**config.mk**
```make
export PLATFORM = sky130hd
export DESIGN_NAME = buck_startup_protect_sequencer
export DESIGN_NICKNAME = d
export VERILOG_FILES = /design/src/bk_pkg.sv /design/src/switch_period_timer.sv /design/src/buck_startup_protect_sequencer.sv
export SDC_FILE = /design/constraint.sdc
export NUM_CORES = 1
export LEC_CHECK = 0
export BUFFER_PORTS_ARGS = -buffer_cell sky130_fd_sc_hd__buf_2
export CAP_MARGIN = 10
export CORE_MARGIN = 2
export CORE_UTILIZATION = 45
export CTS_CLUSTER_SIZE = 12
export DETAILED_ROUTE_END_ITERATION = 12
export GPL_ROUTABILITY_DRIVEN = 0
export GPL_TIMING_DRIVEN = 0
export PLACE_DENSITY = 0.69
export SLEW_MARGIN = 10
export SYNTH_ARGS = -nofsm -noshare
export SYNTH_HDL_FRONTEND = slang
export SYNTH_SLANG_ARGS = --single-unit
```
**constraint.sdc**
```tcl
create_clock -name mclk -period 3.5 [get_ports mclk]
set_clock_uncertainty 0.1 [all_clocks]
set_input_delay 0 -clock mclk [delete_from_list [all_inputs] [get_ports mclk]]
set_output_delay 0 -clock mclk [all_outputs]
set_load 0.03 [all_outputs]
```
**src/bk_pkg.sv**
```systemverilog
// constants and types shared by the buck start-up and protection sequencer
package bk_pkg;
   localparam int MCLK_MHZ = 100;
   localparam int MCLK_PERIOD_NS = 10;
   // soft-start slew rates, microvolts per microsecond
   localparam int SLEW_VCC_UV_US = 400;
   localparam int SLEW_FLOAT_UV_US = 200;
   localparam int SLEW_GND_UV_US = 100;
   localparam int UV_PER_MV = 1000;
   // clock cycles spent on each 1 mV step of the ramp
   localparam int STEP_VCC_CYC = UV_PER_MV * MCLK_MHZ / SLEW_VCC_UV_US;
   localparam int STEP_FLOAT_CYC = UV_PER_MV * MCLK_MHZ / SLEW_FLOAT_UV_US;
   localparam int STEP_GND_CYC = UV_PER_MV * MCLK_MHZ / SLEW_GND_UV_US;
   localparam int STEP_W = 10;
   // ramp span in mV: 150 to 750
   localparam logic [9:0] SS_ZERO_MV = 10'h000;
   localparam logic [9:0] SS_START_MV = 10'h096;
   localparam logic [9:0] SS_END_MV = 10'h2EE;
   // valley current sampling window after the set pulse rises
   localparam int SAMPLE_NS = 40;
   localparam int SAMPLE_CYC_RAW = SAMPLE_NS / MCLK_PERIOD_NS;
   localparam int SAMPLE_CYC = (SAMPLE_CYC_RAW < 1) ? 1 : SAMPLE_CYC_RAW;
   // set pulse and low-side steps are in eighths of a period
   localparam int EIGHTHS = 8;
   localparam logic [3:0] LS_STEP_NONE = 4'h0;
   localparam logic [3:0] LS_STEP_FIRST = 4'h1;
   localparam logic [3:0] LS_STEP_LAST = 4'h8;
   localparam logic [3:0] PULSES_PER_STEP_M1 = 4'hF;
   localparam int BLANK_W = 22;
   localparam logic [21:0] BLANK_ZERO = 22'h000000;
   typedef enum logic [1:0] {RATE_GND, RATE_FLOAT, RATE_VCC, RATE_RSVD} rate_t;
   typedef enum logic [1:0] {ST_OFF, ST_RAMP, ST_RUN, ST_HICCUP} seq_state_t;
endpackage

```
**src/switch_period_timer.sv**
```systemverilog
// switching period timer with set pulse and current sample window
`timescale 1ns/1ps
module switch_period_timer #(
   parameter int PERIOD_CYCLES = 100,
   parameter int PW = $clog2(PERIOD_CYCLES)
)(
   input wire logic mclk,
   input wire logic rst,
   output logic [PW-1:0] phase,
   output logic period_start,
   output logic set_pulse,
   output logic sample_win
);
   localparam logic [PW-1:0] LAST = PW'(PERIOD_CYCLES - 1);
   localparam logic [PW-1:0] EIGHTH = PW'(PERIOD_CYCLES / bk_pkg::EIGHTHS);
   localparam logic [PW-1:0] SAMPLE = PW'(bk_pkg::SAMPLE_CYC);
   localparam logic [PW-1:0] ZERO = PW'(0);

   logic [PW-1:0] phase_q;
   logic [PW-1:0] phase_d;

   always_comb
   begin
      phase_d = (phase_q == LAST) ? ZERO : phase_q + PW'(1);
   end

   always_ff @(posedge mclk or posedge rst)
   begin
      if (rst)
      begin
         phase_q <= ZERO;
      end
      else
      begin
         phase_q <= phase_d;
      end
   end

   assign phase = phase_q;
   assign period_start = (phase_q == ZERO);
   // main pulse may only begin once the set pulse has fallen
   assign set_pulse = (phase_q < EIGHTH); // RL10
   assign sample_win = (phase_q < SAMPLE); // RL10
endmodule

```
**src/buck_startup_protect_sequencer.sv**
```systemverilog
// start-up, pre-bias and hiccup sequencer for a synchronous buck stage
// Notes on behaviour
// RL1: ramp starts only when enable, bias supply and supplies-valid are all good.
// RL2: rate pin picks slew 0.4, 0.2 or 0.1 mV/us.
// RL3: ramp runs from 150 mV to 750 mV at the chosen slew.
// RL4: overcurrent and overvoltage guards stay live during the ramp.
// RL5: low side stays off until the first high-side pulse, except while the overvoltage latch is set.
// RL6: low side starts at one eighth of period, rising by eighths.
// RL7: each low-side duty step lasts 16 switching pulses, eight steps at most.
// RL8: regulation flag stays low until the first high-side pulse.
// RL9: enable low shuts down and drives both gates low.
// RL10: current sampled 40 ns after set rise; main pulse starts at set fall.
// RL11: overcurrent enters hiccup, drops regulation flag, zeroes soft-start level.
// RL12: hiccup keeps blanking and retrying while the overload stays.
// RL13: hiccup blanking length follows the rate pin setting.
// RL14: after blanking, ramp restarts from its start level with pre-bias rearmed.
`timescale 1ns/1ps
module buck_startup_protect_sequencer #(
   parameter int PERIOD_CYCLES = 100,
   parameter int BLANK_VCC_CYC = 300000,
   parameter int BLANK_FLOAT_CYC = 600000,
   parameter int BLANK_GND_CYC = 1200000
)(
   input wire logic mclk,
   input wire logic rst,
   input wire logic enable_ok,
   input wire logic bias_ok,
   input wire logic supplies_valid,
   input wire bk_pkg::rate_t rate_select,
   input wire logic hs_demand,
   input wire logic overcurrent_cmp,
   input wire logic overvoltage_cmp,
   input wire logic fb_in_window,
   output logic high_side_switch,
   output logic low_side_switch,
   output logic output_in_regulation_flag,
   output logic hiccup_active,
   output logic [9:0] soft_start_mv
);
   localparam int PW = $clog2(PERIOD_CYCLES);
   localparam logic [PW:0] EIGHTH = (PW+1)'(PERIOD_CYCLES / bk_pkg::EIGHTHS);

   // cycles per 1 mV ramp step for the selected slew; unknown code runs slowest
   function automatic logic [9:0] step_cycles(input bk_pkg::rate_t r);
      case (r)
         bk_pkg::RATE_VCC: step_cycles = 10'(bk_pkg::STEP_VCC_CYC);
         bk_pkg::RATE_FLOAT: step_cycles = 10'(bk_pkg::STEP_FLOAT_CYC);
         default: step_cycles = 10'(bk_pkg::STEP_GND_CYC);
      endcase
   endfunction

   function automatic logic [21:0] blank_cycles(input bk_pkg::rate_t r);
      case (r)
         bk_pkg::RATE_VCC: blank_cycles = 22'(BLANK_VCC_CYC);
         bk_pkg::RATE_FLOAT: blank_cycles = 22'(BLANK_FLOAT_CYC);
         default: blank_cycles = 22'(BLANK_GND_CYC);
      endcase
   endfunction

   logic [PW-1:0] phase;
   logic period_start;
   logic set_pulse;
   logic sample_win;

   switch_period_timer #(.PERIOD_CYCLES(PERIOD_CYCLES), .PW(PW)) u_timer (
      .mclk(mclk),
      .rst(rst),
      .phase(phase),
      .period_start(period_start),
      .set_pulse(set_pulse),
      .sample_win(sample_win)
   );

   bk_pkg::seq_state_t state_q, state_d;
   logic [9:0] ss_q, ss_d;
   logic [9:0] step_cnt_q, step_cnt_d;
   logic [21:0] blank_q, blank_d;
   logic first_hs_q, first_hs_d;
   logic [3:0] ls_step_q, ls_step_d;
   logic [3:0] pulse_cnt_q, pulse_cnt_d;
   logic ov_q, ov_d;
   logic hs_q, hs_d;
   logic ls_q, ls_d;
   logic pg_q, pg_d;
   logic hiccup_q, hiccup_d;
   logic count_arm_q, count_arm_d;
   logic start_ok;
   logic active;
   logic oc_trip;
   logic [PW:0] ls_limit;

   assign start_ok = enable_ok && bias_ok && supplies_valid; // RL1
   assign active = (state_q == bk_pkg::ST_RAMP) || (state_q == bk_pkg::ST_RUN);
   // guard is live in ramp as well as run
   assign oc_trip = active && sample_win && overcurrent_cmp; // RL4 RL10
   assign ls_limit = (PW+1)'(ls_step_q) * EIGHTH; // RL6

   always_comb
   begin
      state_d = state_q;
      ss_d = ss_q;
      step_cnt_d = step_cnt_q;
      blank_d = blank_q;
      first_hs_d = first_hs_q;
      ls_step_d = ls_step_q;
      pulse_cnt_d = pulse_cnt_q;
      count_arm_d = count_arm_q;
      ov_d = ov_q;
      // overvoltage latch holds the high side off until enable is cycled
      if (!enable_ok)
      begin
         ov_d = 1'b0;
      end
      else if (active && overvoltage_cmp)
      begin
         ov_d = 1'b1; // RL4
      end
      case (state_q)
         bk_pkg::ST_OFF:
         begin
            if (start_ok)
            begin
               state_d = bk_pkg::ST_RAMP; // RL1
               ss_d = bk_pkg::SS_START_MV;
               step_cnt_d = 10'h000;
            end
         end
         bk_pkg::ST_RAMP:
         begin
            if (step_cnt_q == step_cycles(rate_select) - 10'h001) // RL2
            begin
               step_cnt_d = 10'h000;
               if (ss_q == bk_pkg::SS_END_MV)
               begin
                  state_d = bk_pkg::ST_RUN; // RL3
               end
               else
               begin
                  ss_d = ss_q + 10'h001; // RL3
               end
            end
            else
            begin
               step_cnt_d = step_cnt_q + 10'h001;
            end
         end
         bk_pkg::ST_RUN:
         begin
            state_d = bk_pkg::ST_RUN;
         end
         bk_pkg::ST_HICCUP:
         begin
            if (blank_q != bk_pkg::BLANK_ZERO)
            begin
               blank_d = blank_q - 22'h000001; // RL12
            end
            else if (start_ok)
            begin
               // full restart; a persisting short trips again on the ramp
               state_d = bk_pkg::ST_RAMP; // RL14 RL12
               ss_d = bk_pkg::SS_START_MV;
               step_cnt_d = 10'h000;
            end
         end
         default:
         begin
            state_d = bk_pkg::ST_OFF;
         end
      endcase

      hs_d = active && start_ok && !ov_q && !overvoltage_cmp && !oc_trip
         && !set_pulse && hs_demand; // RL10
      if (hs_d && !first_hs_q)
      begin
         first_hs_d = 1'b1; // RL5
         ls_step_d = bk_pkg::LS_STEP_FIRST; // RL6
         pulse_cnt_d = 4'h0;
         count_arm_d = 1'b0;
      end
      else if (first_hs_q && period_start
         && ls_step_q != bk_pkg::LS_STEP_LAST)
      begin
         if (!count_arm_q)
         begin
            // period of the first high-side pulse had no low-side pulse
            count_arm_d = 1'b1; // RL7
         end
         else if (pulse_cnt_q == bk_pkg::PULSES_PER_STEP_M1)
         begin
            pulse_cnt_d = 4'h0;
            ls_step_d = ls_step_q + 4'h1; // RL7 RL6
         end
         else
         begin
            pulse_cnt_d = pulse_cnt_q + 4'h1; // RL7
         end
      end

      if (ov_q)
      begin
         // low side discharges the output only while it is still high
         ls_d = enable_ok && overvoltage_cmp; // RL9
      end
      else
      begin
         ls_d = active && start_ok && first_hs_q && !hs_d && !oc_trip
            && ({1'b0, phase} < ls_limit); // RL5 RL6
      end
      pg_d = (state_q == bk_pkg::ST_RUN) && start_ok && first_hs_q
         && fb_in_window && !ov_q && !oc_trip; // RL8

      if (oc_trip)
      begin
         state_d = bk_pkg::ST_HICCUP; // RL11
         ss_d = bk_pkg::SS_ZERO_MV; // RL11
         blank_d = blank_cycles(rate_select); // RL13
         first_hs_d = 1'b0; // RL14
         count_arm_d = 1'b0;
         ls_step_d = bk_pkg::LS_STEP_NONE;
         pulse_cnt_d = 4'h0;
      end
      if (!start_ok)
      begin
         state_d = bk_pkg::ST_OFF; // RL9
         ss_d = bk_pkg::SS_ZERO_MV;
         blank_d = bk_pkg::BLANK_ZERO;
         first_hs_d = 1'b0;
         ls_step_d = bk_pkg::LS_STEP_NONE;
         pulse_cnt_d = 4'h0;
         count_arm_d = 1'b0;
      end
      hiccup_d = (state_d == bk_pkg::ST_HICCUP); // RL12
   end

   always_ff @(posedge mclk or posedge rst)
   begin
      if (rst)
      begin
         state_q <= bk_pkg::ST_OFF;
         ss_q <= bk_pkg::SS_ZERO_MV;
         step_cnt_q <= 10'h000;
         blank_q <= bk_pkg::BLANK_ZERO;
         first_hs_q <= 1'b0;
         ls_step_q <= bk_pkg::LS_STEP_NONE;
         pulse_cnt_q <= 4'h0;
         ov_q <= 1'b0;
         hs_q <= 1'b0;
         ls_q <= 1'b0;
         pg_q <= 1'b0;
         hiccup_q <= 1'b0;
         count_arm_q <= 1'b0;
      end
      else
      begin
         state_q <= state_d;
         ss_q <= ss_d;
         step_cnt_q <= step_cnt_d;
         blank_q <= blank_d;
         first_hs_q <= first_hs_d;
         ls_step_q <= ls_step_d;
         pulse_cnt_q <= pulse_cnt_d;
         ov_q <= ov_d;
         hs_q <= hs_d;
         ls_q <= ls_d;
         pg_q <= pg_d;
         hiccup_q <= hiccup_d;
         count_arm_q <= count_arm_d;
      end
   end

   assign high_side_switch = hs_q;
   assign low_side_switch = ls_q;
   assign output_in_regulation_flag = pg_q;
   assign hiccup_active = hiccup_q;
   assign soft_start_mv = ss_q;
endmodule

```
* Word level (Yosys, flattened, before mapping)
Cells that the tools add are included.
** Word-level totals
- Logic and storage cells :: 134
- Output and inout bits :: 14
- Input bits :: 11
- Register bits after elaboration :: 66
** Cells by class
- Equal/unequal tests :: 23
- Reductions and logical operators :: 40
- $add $sub $neg :: 7
- Multiply operators :: 1
- Order comparisons :: 3
- Mux-type cells :: 46
** Operators by type and width (count)
- 10-bit two-way mux :: 9
- 22-bit two-way mux :: 4
- 10-bit case mux with 3 select lines :: 2
- 4-bit two-way mux :: 12
- 21-bit case mux with 2 select lines :: 1
- 1-bit logical AND :: 24
- 22-bit nonzero test :: 1
- 22-bit by 1-bit subtractor with 22-bit output (second input constant) :: 1
- 10-bit by 1-bit adder with 10-bit output (second input constant) :: 2
- 10-bit case mux with 2 select lines :: 1
- 4-bit != test (second input constant) :: 3
- 10-bit == test :: 1
- 10-bit == test (second input constant) :: 1
- 1-bit two-way mux :: 10
- 2-bit two-way mux :: 5
- 10-bit by 1-bit subtractor with 10-bit output (second input constant) :: 1
- 3-bit by 1-bit != test with 1-bit output (second input constant) :: 3
- 4-bit by 1-bit adder with 4-bit output (second input constant) :: 2
- 2-bit == test (second input constant) :: 4
- 7-bit by 8-bit < comparator with 1-bit output :: 1
- 4-bit by 1-bit != test with 1-bit output (second input constant) :: 2
- 2-bit case mux with 4 select lines :: 1
- 7-bit by 1-bit adder with 7-bit output (second input constant) :: 1
- 7-bit == test (second input constant) :: 1
- other kinds (19) :: 27

* Logic depth before layout (Yosys ltp)
- Depth in word-level cells :: 13
- Mapped depth :: 10
- Mapped depth without buffers :: 9

* Hierarchy
A second synthesis with hierarchy kept.
** Unflattened totals
- Cells, all modules :: 449
- Area, all modules :: 4065.1 µm²
** By module, submodules not included
- buck_startup_protect_sequencer :: area an instance 3681.0 µm², cells each 414, times used 1, sequential area each 1476.4 µm²
- switch_period_timer :: area an instance 384.1 µm², cells each 35, times used 1, sequential area each 175.2 µm²

* Worst setup path before layout
Ideal clock, no wire load.
- Path type :: register to register
- From :: reg blank_q[17]
- To :: reg ss_q[6], in the netlist soft_start_mv[6]
- Setup slack :: 0.822 ns
- Required time :: 3.317 ns
- Arrival time :: 2.496 ns
- Library setup time :: 0.083 ns
- Cell stages (with the launch flop) :: 8
- Buffers on the path :: 1
- Clock period less this slack :: 2.678 ns
- Path through :: dfrtp_1 > or4_1 > or4_1 > buf_2 > o21ai_4 > o21ai_2 > or4b_2 > a31oi_1
** Between the ends
- Word-level cells in the longest chain between the ends :: 3
** Ends and longest elaborated chain
- start, declared :: RTL line buck_startup_protect_sequencer.sv:77 : logic [21:0] blank_q, blank_d;
- start signal, assigned :: RTL line buck_startup_protect_sequencer.sv:242 : blank_q <= bk_pkg::BLANK_ZERO;
- start signal, assigned :: RTL line buck_startup_protect_sequencer.sv:258 : blank_q <= blank_d;
- 22-bit nonzero test :: RTL line buck_startup_protect_sequencer.sv:153 : if (blank_q != bk_pkg::BLANK_ZERO)
- 4-bit != test (no line)
- 4-bit AND reduction (no line)
- end signal, assigned :: RTL line buck_startup_protect_sequencer.sv:240 : ss_q <= bk_pkg::SS_ZERO_MV;
- end signal, assigned :: RTL line buck_startup_protect_sequencer.sv:256 : ss_q <= ss_d;
- end, declared :: RTL line buck_startup_protect_sequencer.sv:75 : logic [9:0] ss_q, ss_d;
No other way between the ends.
A chain may end at the register's enable or synchronous reset.

* Worst setup path in the final report
- From :: reg blank_q[17]
- To :: reg step_cnt_q[0]
** Between the ends
- Word-level cells in the longest chain between the ends :: 3
** Ends and longest elaborated chain
- 22-bit nonzero test :: RTL line buck_startup_protect_sequencer.sv:153
- 2-bit != test (no line)
- 2-bit AND reduction (no line)
- end signal, assigned :: RTL line buck_startup_protect_sequencer.sv:257 : step_cnt_q <= step_cnt_d;
- end, declared :: RTL line buck_startup_protect_sequencer.sv:76 : logic [9:0] step_cnt_q, step_cnt_d;
No other way between the ends.

==> impl_metrics.csv <==
group,metric,value,unit
sta,finalHoldViolCount,0,
pwr,power.share.switching,23.4,%
global_routing,busiest_layer,"met2",
cells_and_area,multi_input_comb_area,0.00220,mm²
clocking,cts_hold_repair.buffers,6,
placement,preCtsSetupSlack,501,ps
clocking,clk-insertion-delay-late,340,ps
worst_setup_path,crit_fanout,10,
clocking,htreeDepth,3,
drt,wl_per_cell,15.2,µm
min_path,min_path_type,"input pin to register",
die,placeableCoreArea,0.00864,mm²
synthesis,synth_cell_types,55,
sta,final_setup_violating_endpoints,0,
clocking,cts.root.buffer_cell,"sky130_fd_sc_hd__clkbuf_8",
cells_and_area,layout.nets,498,
global_routing,grt_max_degree,46,
flow_run,number_of_maximum_capacitance_constraint_violations,0,
synthesis,synth-compound-area-share,13.1,%
cells_and_area,finish.instance_area,0.00451,mm²
cells_and_area,proportion_of_layout_cells_with_a_drive_suffix_above_1,11.8,%
placement,place_area,0.00425,mm²
synthesis,synth-simple-area-share,24.6,%
synthesis,post_synth.cell_area_avg,9.45,µm²
cells_and_area,mostFrequentLayoutCells,"66 x sky130_fd_sc_hd__dfrtp_1, 41 x sky130_fd_sc_hd__nor2_1, 27 x sky130_fd_sc_hd__buf_2",
synthesis,synthArstFlopShare,100,%
global_routing,grt.met3_usage,4.87,%
clocking,cts.path.max_buffers,2,
clocking,cts_tree,"built",
global_routing,grt_remaining_overflow,0,
synthesis,synthCells,419,
synthesis,synth_warnings,0,
synthesis,ys_top_cells_by_area,"sky130_fd_sc_hd__dfrtp_1 42%, sky130_fd_sc_hd__ha_1 7.9%, sky130_fd_sc_hd__xnor2_1 4.9%",
pwr,sw_power,358,µW
die,die-area,0.00957,mm²
cells_and_area,layout.cells.most_common,"sky130_fd_sc_hd__dfrtp_1",
global_routing,grtUsageTotal,19.8,%
drt,drtPass1Iterations,4,
sta,finalWorstPathRequiredPeriod,3050,ps
sta,final.setup.worst_slack,447,ps
sta,rsz0062_at_grt,"no",
global_routing,groute.layer.met1.usage,24.9,%
die,fp.dieH,97.8,µm
pwr,internal_power,1170,µW
clocking,numCtsBuffers,9,
drt,drcViolationCount,0,
sta,max_slew_violation_count,0,
synthesis,synth_top_area_share,41.7,%
clocking,post_cts.repair.setup_buffers,0,
drt,routed_via_density,5.74,
synthesis,synth_enable_flop_cells,0,
clocking,postCtsResizedCells,0,
synthesis,synth_seq_area_share,41.7,%
clocking,path_clk_slew,70,ps
global_routing,grt_pass1_vias,3351,
synthesis,synthAdderAreaFrac,8.40,%
synthesis,synth_xor_xnor_area_share,7.52,%
pwr,totalPowerFinal,1530,µW
sta,relSlewSlack,47.1,%
sta,final.period_utilization,87.2,%
clocking,cts_sinks,66,
worst_setup_path,crit_path_end_kind,"register",
die,fp.dieW,97.8,µm
die,top_level_ports,25,
pwr,leakagePower,0.00200,µW
pwr,ir_drop,0.294,mV
drt,routed-via-count,3297,
worst_setup_path,worst_ep_required_time,3670,ps
synthesis,synth_largest_area_cell,"sky130_fd_sc_hd__dfrtp_1",
sta,holdWs,46.0,ps
synthesis,mappedNetlistNets,456,
cells_and_area,flow.area_growth_from_synthesis,13.9,%
placement,port_buffers,24,
synthesis,yosys-mux-area-fraction,1.80,%
pwr,clock_power_share,42.3,%
synthesis,post_synth_instance_area,0.00396,mm²
cells_and_area,seq_area,0.00165,mm²
cells_and_area,diodes,0,
global_routing,grt_pass1_wl,15600,µm
die,floorplan.initialDensity,45.9,%
status,status,"finished, final reports clean",
synthesis,synth_top_family_by_area,"simple AND/OR/NAND/NOR gates",
drt,initial_drt_markers,217,
pwr,seq_power_share,51.1,%
worst_setup_path,worst-setup-path-type,"register to register",
placement,dpl.hpwl,6340,µm
global_routing,global_route.usage.met2,34.1,%
worst_setup_path,cp-start-kind,"register",
cells_and_area,n_fill_cell,802,
sta,final.setup.tns,0,ps
drt,route.final.wire_length,8710,µm
drt,number_of_nets_still_failing_antenna_checks_after_routing,0,
sta,worst_pin_slew,787,ps
synthesis,dominantRegCellSynth,"sky130_fd_sc_hd__dfrtp_1",
die,std_cell_rows,34,
global_routing,grt_antenna_before_repair,0,
sta,fmax,0.328,GHz
pwr,powerDensity,340,mW/mm²
synthesis,synth-seq-cells,66,
pwr,p_comb_share,6.5,%
worst_setup_path,worst_endpoint_data_arrival_time,3230,ps
## cells by family (layout without fill, tap and decap cells)
group                      Yosys count  in the layout
AOI/OAI and AO/OA                   79             79
adders and majority gates           26             26
buffers and inverters               27             74
muxes                                7              7
xor gates and xnor gates            34             34
and+or+nand+nor                    180            180
DFF                                 66             66
## critical path, stage by stage, from the launching register on
cell	delay, ps
sky130_fd_sc_hd__dfrtp_1	430
sky130_fd_sc_hd__or4_1	530
sky130_fd_sc_hd__or4_1	410
sky130_fd_sc_hd__buf_2	190
sky130_fd_sc_hd__o21a_1	190
sky130_fd_sc_hd__clkbuf_1	230
sky130_fd_sc_hd__nor3_1	630
sky130_fd_sc_hd__mux2_2	270
## cell type report
type                       count  share of cell area [%]
buffer                        12                    1.25
timing repair buffer          31                    4.61
clock buffer                  11                    3.36
tap                          108                    3.00
clock inverter                 5                    1.17
multi-input combinational    326                    48.7
sequential                    66                    36.6
inverter                      15                    1.30
## final timing paths
check / startpoint / to / slack, ps / depth (start not counted)
worst max-delay path: blank_q[17] / step_cnt_q[0] / 450 / 7
worst min-delay path: hs_demand / high_side_switch / 50 / 3
worst max register to register: blank_q[17] / step_cnt_q[0] / 450 / 7
worst min register to register: count_arm_q / count_arm_q / 400 / 2
max in group asynchronous: rst / blank_q[7] / 2720 / 4
min in group asynchronous: rst / soft_start_mv[2] / 70 / 3
## metrics by stage
step | instances | util, %
finish | 574 | 52.2
global route | 574 | 52.2
CTS | 574 | 52.2
detailed placement | 552 | 49.2
global placement | 551 | 48.8
floorplan | 419 | -
## sequential cells by signal, indices dropped and copies added, names as in the netlist
| name | count |
|---|---|
| ov_q | 1 |
| first_hs_q | 1 |
| state_q | 2 |
| hiccup_active | 1 |
| ls_step_q | 4 |
| blank_q | 22 |
| u_timer.phase | 7 |
| soft_start_mv | 10 |
| pulse_cnt_q | 4 |
| low_side_switch | 1 |
| output_in_regulation_flag | 1 |
| step_cnt_q | 10 |
| count_arm_q | 1 |
| high_side_switch | 1 |
## layer usage
layer	share of wire (%)	wire length, µm	vias to the layer above
met4	1.7	148	0
met5	0	0	-
met2	51	4480	59
li1	-	-	1601
met3	3.4	293	14
met1	43	3790	1623
## power groups by stage
| stage | combinational, µW | sequential, µW | clock [µW] |
|---|---|---|---|
| after global placement | 90.1 | 797 | 0 |
| final | 99.9 | 783 | 648 |
| after CTS | 102 | 783 | 664 |
| after floorplan | 60.0 | 798 | 0 |
| after global routing | 113 | 783 | 700 |
| after detailed placement | 96.2 | 798 | 0 |
## synth_stat cells, types with 2 or more instances
cell type	instances
sky130_fd_sc_hd__o31ai_1	4
sky130_fd_sc_hd__a211oi_1	2
sky130_fd_sc_hd__o21ai_0	11
sky130_fd_sc_hd__xnor2_1	22
sky130_fd_sc_hd__or4_1	6
sky130_fd_sc_hd__inv_1	15
sky130_fd_sc_hd__and3_1	12
sky130_fd_sc_hd__o211ai_1	4
sky130_fd_sc_hd__a21oi_1	25
sky130_fd_sc_hd__and2_1	4
sky130_fd_sc_hd__o22ai_1	2
sky130_fd_sc_hd__nor4_1	9
sky130_fd_sc_hd__nor3b_1	6
sky130_fd_sc_hd__nor2_1	41
sky130_fd_sc_hd__o2111ai_1	2
sky130_fd_sc_hd__and3b_1	3
sky130_fd_sc_hd__nand2_1	25
sky130_fd_sc_hd__clkbuf_1	7
sky130_fd_sc_hd__a21o_1	6
sky130_fd_sc_hd__nor4b_1	3
sky130_fd_sc_hd__or3_1	6
sky130_fd_sc_hd__buf_2	3
sky130_fd_sc_hd__or2_2	3
sky130_fd_sc_hd__ha_1	25
sky130_fd_sc_hd__nor2b_1	8
sky130_fd_sc_hd__nand2b_1	5
sky130_fd_sc_hd__mux2i_1	6
sky130_fd_sc_hd__and4_1	2
sky130_fd_sc_hd__a22o_1	5
sky130_fd_sc_hd__xor2_1	12
sky130_fd_sc_hd__nand3_1	21
sky130_fd_sc_hd__nand4_1	5
sky130_fd_sc_hd__or4b_2	2
sky130_fd_sc_hd__nor3_1	14
sky130_fd_sc_hd__a31oi_1	8
sky130_fd_sc_hd__dfrtp_1	66
Note: power is estimated with default switching activity, not from simulation.
